File: src/logic/panel_scan_params.svh
// constants for the panel scan driver logic
`ifndef PANEL_SCAN_PARAMS_SVH
`define PANEL_SCAN_PARAMS_SVH
`define GATE_LINES     484
`define GATE_IDX_W     9
`define SIG_COLUMNS    644
`define SAMPLE_STEPS   108
`define STEP_IDX_W     7
`define VIDEO_CH       6
`define VIDEO_W        8
`define FIFO_DEPTH     8
`define GATE_LAST      9'h1e3
`define GATE_PAIR_LAST 9'h1e2
`define GATE_PAIR_FIRST 9'h001
`define STEP_LAST      7'h6b
`define GATE_ZERO      9'h000
`define STEP_ZERO      7'h00
`endif

File: src/logic/panel_scan_pkg.sv
// types for the panel scan driver logic
`include "panel_scan_params.svh"
package panel_scan_pkg;
   typedef struct packed {
      logic [`VIDEO_CH*`VIDEO_W-1:0] dots;
      logic [`VIDEO_W-1:0]           uniformity;
   } video_word_type;
   typedef struct packed {
      logic [`STEP_IDX_W-1:0]        step;
      logic [`GATE_IDX_W-1:0]        line;
      video_word_type                video;
   } pixel_write_type;
   typedef enum logic [1:0] {V_IDLE, V_SCAN} vstate_type;
endpackage

File: src/logic/panel_scan.sv
// scan driver logic: gate line walker and six-dot column sampler
// Overview of operation
// - select each of 484 gate lines in turn, one per horizontal period
// - double-speed tv mode selects gate lines two at a time
// - sample every column group of the selected line each horizontal period
// - a pixel is written only where line and column select coincide
// - direction inputs pick right/left and down/up scan
// - all six video inputs sampled at once, six adjacent dots per step
`timescale 1ns/1ns
`include "panel_scan_params.svh"
module panel_scan
   import panel_scan_pkg::*;
(
   // clock and reset
   input  wire logic                         MCLK,
   input  wire logic                         RST_B,
   // timing from the controller
   input  wire logic                         VERT_START_PULSE,
   input  wire logic                         VERT_SHIFT_CLK,
   input  wire logic                         HORIZ_START_PULSE,
   input  wire logic                         HORIZ_SHIFT_CLK_A,
   input  wire logic                         HORIZ_SHIFT_CLK_B,
   // mode controls
   input  wire logic                         HORIZ_DIR_SEL,
   input  wire logic                         VERT_DIR_SEL,
   input  wire logic                         PAIR_MODE,
   input  wire logic                         SHADING_CLEAR,
   // sampled video
   input  wire logic [`VIDEO_CH*`VIDEO_W-1:0] VIDEO_IN,
   input  wire logic [`VIDEO_W-1:0]          UNIFORMITY_VIDEO,
   // pixel write stream
   output pixel_write_type                   PIX_WRITE,
   output logic                              PIX_VALID,
   input  wire logic                         PIX_READY,
   // scan state
   output logic [`GATE_IDX_W-1:0]            GATE_LINE,
   output logic                              GATE_PAIRED,
   output logic                              GATE_ACTIVE,
   output logic                              SHADING_ACTIVE,
   output logic                              SAMPLE_STALL
);
   // two-stage synchronisers for all pin inputs except RST_B and PIX_READY
   localparam int NS = 9;
   logic [NS-1:0]                 pin_in, s1_r, s2_r, s3_r;
   logic [`VIDEO_CH*`VIDEO_W-1:0] vid1_r, vid2_r;
   logic [`VIDEO_W-1:0]           uni1_r, uni2_r;
   assign pin_in = {VERT_START_PULSE, VERT_SHIFT_CLK, HORIZ_START_PULSE,
                    HORIZ_SHIFT_CLK_A, HORIZ_SHIFT_CLK_B, HORIZ_DIR_SEL,
                    VERT_DIR_SEL, PAIR_MODE, SHADING_CLEAR};
   always_ff @(posedge MCLK)
   begin
      if (!RST_B)
      begin
         s1_r   <= '0;
         s2_r   <= '0;
         s3_r   <= '0;
         vid1_r <= '0;
         vid2_r <= '0;
         uni1_r <= '0;
         uni2_r <= '0;
      end
      else
      begin
         s1_r   <= pin_in;
         s2_r   <= s1_r;
         s3_r   <= s2_r;
         vid1_r <= VIDEO_IN;
         vid2_r <= vid1_r;
         uni1_r <= UNIFORMITY_VIDEO;
         uni2_r <= uni1_r;
      end
   end
   logic start_v, vclk_rise, start_h, hclk_a_rise, hclk_b_rise;
   logic right_scan, down_scan, pair, clear_lvl;
   // vertical start is active low in up scan
   assign start_v     = down_scan ? s2_r[8] : !s2_r[8];
   assign vclk_rise   = s2_r[7] && !s3_r[7];
   assign start_h     = s2_r[6];
   assign hclk_a_rise = s2_r[5] && !s3_r[5];
   assign hclk_b_rise = s2_r[4] && !s3_r[4];
   assign right_scan  = s2_r[3];
   assign down_scan   = s2_r[2];
   assign pair        = s2_r[1];
   assign clear_lvl   = s2_r[0];

   // vertical walker
   vstate_type             vstate_r, vstate_nxt;
   logic [`GATE_IDX_W-1:0] line_r, line_nxt;
   logic                   paired_r, paired_nxt;
   always_comb
   begin
      vstate_nxt = vstate_r;
      line_nxt   = line_r;
      paired_nxt = paired_r;
      case (vstate_r)
         V_IDLE:
         begin
            if (start_v && vclk_rise)
            begin
               vstate_nxt = V_SCAN;
               paired_nxt = pair;
               line_nxt   = down_scan ? `GATE_ZERO : `GATE_LAST;
            end
         end
         V_SCAN:
         begin
            if (vclk_rise)
            begin
               if (start_v)
               begin
                  paired_nxt = pair;
                  line_nxt   = down_scan ? `GATE_ZERO : `GATE_LAST;
               end
               else if (down_scan)
               begin
                  if (line_r >= (paired_r ? `GATE_PAIR_LAST : `GATE_LAST))
                     vstate_nxt = V_IDLE;
                  else
                     line_nxt = paired_r ? `GATE_IDX_W'(line_r + 2'd2)
                                         : `GATE_IDX_W'(line_r + 1'b1);
               end
               else
               begin
                  if (line_r <= (paired_r ? `GATE_PAIR_FIRST : `GATE_ZERO))
                     vstate_nxt = V_IDLE;
                  else
                     line_nxt = paired_r ? `GATE_IDX_W'(line_r - 2'd2)
                                         : `GATE_IDX_W'(line_r - 1'b1);
               end
            end
         end
         default: vstate_nxt = V_IDLE;
      endcase
   end

   // horizontal sampler: one token, six dots per step
   logic                   hrun_r, hrun_nxt;
   logic [`STEP_IDX_W-1:0] step_r, step_nxt;
   logic                   hphase_r, hphase_nxt;
   logic                   fire;
   pixel_write_type        wr;
   logic                   fifo_ready;
   always_comb
   begin
      hrun_nxt   = hrun_r;
      step_nxt   = step_r;
      hphase_nxt = hphase_r;
      fire       = 1'b0;
      if (start_h && hclk_a_rise)
      begin
         hrun_nxt   = 1'b1;
         hphase_nxt = 1'b1;
         step_nxt   = right_scan ? `STEP_ZERO : `STEP_LAST;
      end
      else if (hrun_r && (hphase_r ? hclk_b_rise : hclk_a_rise))
      begin
         hphase_nxt = !hphase_r;
         fire       = (vstate_r == V_SCAN);
         if (step_r == (right_scan ? `STEP_LAST : `STEP_ZERO))
            hrun_nxt = 1'b0;
         else
            step_nxt = right_scan ? `STEP_IDX_W'(step_r + 1'b1)
                                  : `STEP_IDX_W'(step_r - 1'b1);
      end
   end
   // all six channels taken from one synchronised sample
   assign wr = {step_r, line_r, vid2_r, uni2_r};

   always_ff @(posedge MCLK)
   begin
      if (!RST_B)
      begin
         vstate_r <= V_IDLE;
         line_r   <= `GATE_ZERO;
         paired_r <= 1'b0;
         hrun_r   <= 1'b0;
         step_r   <= `STEP_ZERO;
         hphase_r <= 1'b0;
      end
      else
      begin
         vstate_r <= vstate_nxt;
         line_r   <= line_nxt;
         paired_r <= paired_nxt;
         hrun_r   <= hrun_nxt;
         step_r   <= step_nxt;
         hphase_r <= hphase_nxt;
      end
   end

   // registered fifo output stage
   pixel_write_type fo_data;
   logic            fo_valid, fo_take;
   pixel_write_type pw_r, pw_nxt;
   logic            pv_r, pv_nxt;
   logic            stall_r, stall_nxt;
   sample_fifo #(.WIDTH($bits(pixel_write_type)), .DEPTH(`FIFO_DEPTH)) fifo
   (
      .clk       (MCLK),
      .rst_b     (RST_B),
      .in_data   (wr),
      .in_valid  (fire),
      .in_ready  (fifo_ready),
      .out_data  (fo_data),
      .out_valid (fo_valid),
      .out_ready (fo_take)
   );
   assign fo_take = !pv_r || PIX_READY;
   always_comb
   begin
      pw_nxt    = pw_r;
      pv_nxt    = pv_r;
      stall_nxt = stall_r || (fire && !fifo_ready);
      if (fo_take)
      begin
         pv_nxt = fo_valid;
         if (fo_valid)
            pw_nxt = fo_data;
      end
   end
   always_ff @(posedge MCLK)
   begin
      if (!RST_B)
      begin
         pw_r           <= '0;
         pv_r           <= 1'b0;
         stall_r        <= 1'b0;
         GATE_LINE      <= `GATE_ZERO;
         GATE_PAIRED    <= 1'b0;
         GATE_ACTIVE    <= 1'b0;
         SHADING_ACTIVE <= 1'b0;
      end
      else
      begin
         pw_r           <= pw_nxt;
         pv_r           <= pv_nxt;
         stall_r        <= stall_nxt;
         GATE_LINE      <= line_r;
         GATE_PAIRED    <= paired_r;
         GATE_ACTIVE    <= (vstate_r == V_SCAN);
         SHADING_ACTIVE <= clear_lvl;
      end
   end
   assign PIX_WRITE    = pw_r;
   assign PIX_VALID    = pv_r;
   assign SAMPLE_STALL = stall_r;
endmodule

File: src/logic/sample_fifo.sv
// small flip-flop fifo for sampled video words
`timescale 1ns/1ns
module sample_fifo
#(
   parameter int WIDTH = 8,
   parameter int DEPTH = 8
)
(
   input  wire logic             clk,
   input  wire logic             rst_b,
   input  wire logic [WIDTH-1:0] in_data,
   input  wire logic             in_valid,
   output logic                  in_ready,
   output logic      [WIDTH-1:0] out_data,
   output logic                  out_valid,
   input  wire logic             out_ready
);
   localparam int AW = $clog2(DEPTH);
   logic [WIDTH-1:0] mem_r [DEPTH];
   logic [AW-1:0]    wp_r, wp_nxt, rp_r, rp_nxt;
   logic [AW:0]      cnt_r, cnt_nxt;
   logic             push, pop;
   assign in_ready  = (cnt_r != DEPTH[AW:0]);
   assign out_valid = (cnt_r != '0);
   assign out_data  = mem_r[rp_r];
   assign push      = in_valid && in_ready;
   assign pop       = out_valid && out_ready;
   always_comb
   begin
      wp_nxt  = push ? AW'(wp_r + 1'b1) : wp_r;
      rp_nxt  = pop ? AW'(rp_r + 1'b1) : rp_r;
      cnt_nxt = cnt_r;
      if (push && !pop)
         cnt_nxt = (AW+1)'(cnt_r + 1'b1);
      else if (pop && !push)
         cnt_nxt = (AW+1)'(cnt_r - 1'b1);
   end
   always_ff @(posedge clk)
   begin
      if (!rst_b)
      begin
         wp_r  <= '0;
         rp_r  <= '0;
         cnt_r <= '0;
      end
      else
      begin
         wp_r  <= wp_nxt;
         rp_r  <= rp_nxt;
         cnt_r <= cnt_nxt;
      end
   end
   genvar g;
   generate
      for (g = 0; g < DEPTH; g++)
      begin : slot
         always_ff @(posedge clk)
         begin
            if (push && wp_r == g[AW-1:0])
               mem_r[g] <= in_data;
         end
      end
   endgenerate
endmodule

File: config.mk
export PLATFORM = sky130hd
export DESIGN_NAME = panel_scan
export DESIGN_NICKNAME = d
export VERILOG_FILES = /design/src/logic/panel_scan_pkg.sv /design/src/logic/panel_scan.sv /design/src/logic/sample_fifo.sv
export VERILOG_INCLUDE_DIRS = /design/src /design/src/logic
export SDC_FILE = /design/constraint.sdc
export NUM_CORES = 1
export LEC_CHECK = 0
export ABC_AREA = 1
export BUFFER_PORTS_ARGS = -buffer_cell sky130_fd_sc_hd__buf_2
export CORE_MARGIN = 4
export CORE_UTILIZATION = 30
export CTS_CLUSTER_SIZE = 40
export DETAILED_ROUTE_END_ITERATION = 10
export PLACE_DENSITY_LB_ADDON = 0.1
export SLEW_MARGIN = 25
export SYNTH_ARGS = -nofsm -noshare
export SYNTH_HDL_FRONTEND = slang
export SYNTH_SLANG_ARGS = --single-unit
File: constraint.sdc
create_clock -name MCLK -period 12.8 [get_ports MCLK]
set_input_delay 2.56 -clock MCLK [delete_from_list [all_inputs] [get_ports MCLK]]
set_output_delay 2.56 -clock MCLK [all_outputs]
set_load 0.05 [all_outputs]
==> run_results.csv <==
group,metric,value,unit
synth,synth_top_cells_by_count,"edfxtp_1 (576), o21ai_0 (381), nor2_1 (295), dfxtp_1 (249), nand2_1 (233)",
setup_path,crit_end,"fifo.rp_r[2]",
synth,synth-seq-area-share,72.6,%
drt,routed_wl,79200,um
drt,via_per_inst,4.66,
drt,vias,19200,
placement,gp_congestion,0.759,
setup_path,reg2regPathDepth,17,
sta,worst_slew_margin_rel,31.9,%
clocking,postCtsHoldBufs,0,
sta,setup_viol,0,
sta,fin_crit,4.27,ns
layout,drive_gt1_share,13.6,%
sta,skew,0.0226,ns
power_and_ir_drop,power,7.43,mW
worst_hold_path,min_path_cells,2,
synth,synthFlopType,"edfxtp_1",
power_and_ir_drop,powerDensity,208,mW/mm^2
synth,yosys-top-cells-area,"edfxtp_1 (56%), dfxtp_1 (16%), o21ai_0 (6.2%)",
power_and_ir_drop,p_leak,13.5,nW
sta,worst_pin_slew,1.02,ns
sta,timing.setup.tns,0,ns
setup_path,cpMaxStageDelayCell,"buf_4",
synth,syn_nets,2648,
setup_path,cp.required,13.28,ns
setup_path,cpLargestDelayFamily,"buffers and inverters",
sta,finalWorstSetupSlack,8.53,ns
worst_hold_path,hold_path.class,"flip-flop to flip-flop",
power_and_ir_drop,vdd_ir_drop_max,0.000106,V
global_routing,grt.total_usage,14.6,%
setup_path,crit_buf_inv,3,
placement,placed_area,0.0327,mm^2
die,rows,117,
clocking,h-tree-depth,3,
layout,areaGrowthSynthToFinish,16.2,%
setup_path,cp.arrival,4.75,ns
setup_path,cpPeakStageDelay,0.78,ns
clocking,clk_latency,0.65,ns
drt,dr.pass1.iters,7,
placement,hpwlAfterDp,40800,um
setup_path,rrSetupSlack,9.28,ns
setup_path,r2r-start,"s2_r[4]",
worst_hold_path,hold_start,"s1_r[2]",
layout,antenna_cells,0,
setup_path,cp-end-kind,"flip-flop",
clocking,clockBufferDepth,3,
sta,hold_violations,0,
synth,synth.top_cell.area_share,56.4,%
die,dieWidth,328,um
die,initial_core_util,30.2,%
die,dieArea,0.107,mm^2
setup_path,cp_num_cells,8,
setup_path,path_max_fanout,79,
sta,rsz0062_at_grt,"no",
die,ios,154,
synth,ys_ff_latch,825,
drt,drt_iter0_drc,954,
layout,final_util,35.1,%
clocking,cts-root-buf,"clkbuf_16",
layout,final_area,0.0357,mm^2
clocking,cts_tree,"yes",
clocking,path_clk_slew,0.06,ns
synth,synthCells,2553,
setup_path,startpoint,"PIX_READY",
die,core,0.102,mm^2
status,status,"finished clean",
sta,timing.final.crit_share,33.4,%
global_routing,gr-total-overflow,0,
setup_path,crit_type,"input port to flip-flop",
placement,portBuffers,153,
synth,yosysWarnings,0,
synth,synthArstFlopShare,0,%
setup_path,rr_endpoint,"fifo.cnt_r[3]",
synth,synth_area,0.0307,mm^2
clocking,cts_inserted_buffers,93,
clocking,cts_resized,0,
clocking,post_cts_buffers,0,
synth,post-synth-top-count-cell,"edfxtp_1",
layout,nets,2764,
global_routing,grt_max_degree,127,
global_routing,grt_pass1_vias,19400,
setup_path,startpoint_type,"input port",
placement,place_ws,7.80,ns
drt,ant_nets,0,
global_routing,grt_pass1_wl,120000,um
setup_path,path_cells,"buf_2 -> nor2_1 -> a31o_2 -> inv_4 -> buf_4 -> nand2_1 -> o21ai_0 -> a21oi_1",
synth,synth.avg_cell_area,12.0,um^2
drt,post_drt_wl_per_cell,19.2,um
synth,synth_cell_type_count,36,
clocking,cts_sinks,825,
die,die_y,328,um
run,maxCapViolCount,0,
synth,synth_edf_count,576,
sta,drv_slew,0,
synth,yosys.area.top_type,"edfxtp_1",
global_routing,antenna_found_initial,1,
sta,max_freq,0.234,GHz
drt,drc,0,
[final cells by class]
| type | instances | area, um^2 |
|---|---|---|
| Clock buffer | 138 | 2720 |
| Clock inverter | 38 | 258 |
| Fill cell | 10100 | 65900 |
| Inverter | 206 | 791 |
| Multi-Input combinational cell | 1363 | 6890 |
| Sequential cell | 825 | 22300 |
| Tap cell | 1368 | 1710 |
| Timing Repair Buffer | 180 | 990 |
[logic make-up (layout without fill, tap and decap cells)]
group,count (synthesis),in the layout,share of synthesized area [%]
flip-flops,825,825,72.6
AO/OA/AOI/OAI,715,715,12.9
AND/OR/NAND/NOR,615,615,8.09
buffers and inverters,365,562,5.08
adder cells (fa/ha/maj),27,27,1.15
XOR/XNOR,6,6,0.171
[power by group]
part | switching (mW) | internal (mW)
Combinational | 1.29 | 0.449
Sequential | 0.158 | 2.97
Clock | 1.05 | 1.51
[cell usage in the layout (no fill, tap or decap), drive strengths merged, types with 2 or more instances in the layout]
| master | instances |
|---|---|
| edfxtp | 576 |
| o21ai | 453 |
| nor2 | 326 |
| dfxtp | 249 |
| nand2 | 235 |
| inv | 209 |
| buf | 180 |
| clkbuf | 138 |
| a21oi | 113 |
| o22ai | 72 |
| o221ai | 72 |
| clkinv | 31 |
| nand3 | 28 |
| ha | 25 |
| nand4 | 12 |
| nor3 | 8 |
| or2 | 5 |
| xor2 | 4 |
| a31o | 2 |
| xnor2 | 2 |
| fa | 2 |
| bufinv | 2 |
| clkinvlp | 2 |
[routing by layer]
metal  vias to the layer above  global-route usage (%)  part of all wire [%]
met2                       342                    24.4                    47
li1                       9254                       -                     -
met3                       120                    2.78                   3.9
met1                      9479                    19.3                    46
met4                         0                    4.26                   2.6
met5                         -                       0                     0
[worst reg2reg max path: stages (launching register included)]
cell,delay (ns)
dfxtp_1,0.33
nand2_1,0.06
nand2_1,0.05
nand2_1,0.06
nor2_1,0.28
nand4_1,0.85
inv_1,0.47
ha_1,0.26
inv_1,0.10
ha_1,0.28
nand2_1,0.06
nand2_1,0.05
a21oi_1,0.15
nor2_1,0.05
nor2_1,0.09
nand2_1,0.07
o21ai_0,0.15
a21oi_1,0.05
[worst min-delay path by stage]
stage | end | slack, ns
floorplan | s2_r[0] | 0.39
CTS | s2_r[2] | 0.41
finish | s2_r[2] | 0.41
global route | vid2_r[37] | 0.42
global placement | vid2_r[26] | 0.39
detailed placement | vid2_r[37] | 0.40
[through the flow]
step | cells | hold slack (ns)
after floorplan | 2553 | 0.390
after global placement | 3942 | 0.393
after detailed placement | 3942 | 0.396
after CTS | 4118 | 0.406
after global routing | 4118 | 0.418
final | 4118 | 0.406
[state kept, by name, indices dropped and copies added, names as in the netlist, 7 cells and up]
name and count:
uni2_r 8, line_r 9, step_r 7, GATE_LINE 9, s1_r 9, vid1_r 48
s2_r 9, PIX_WRITE 72, fifo.mem_r 576, uni1_r 8, vid2_r 48
Note: power is estimated with default switching activity, not from simulation.
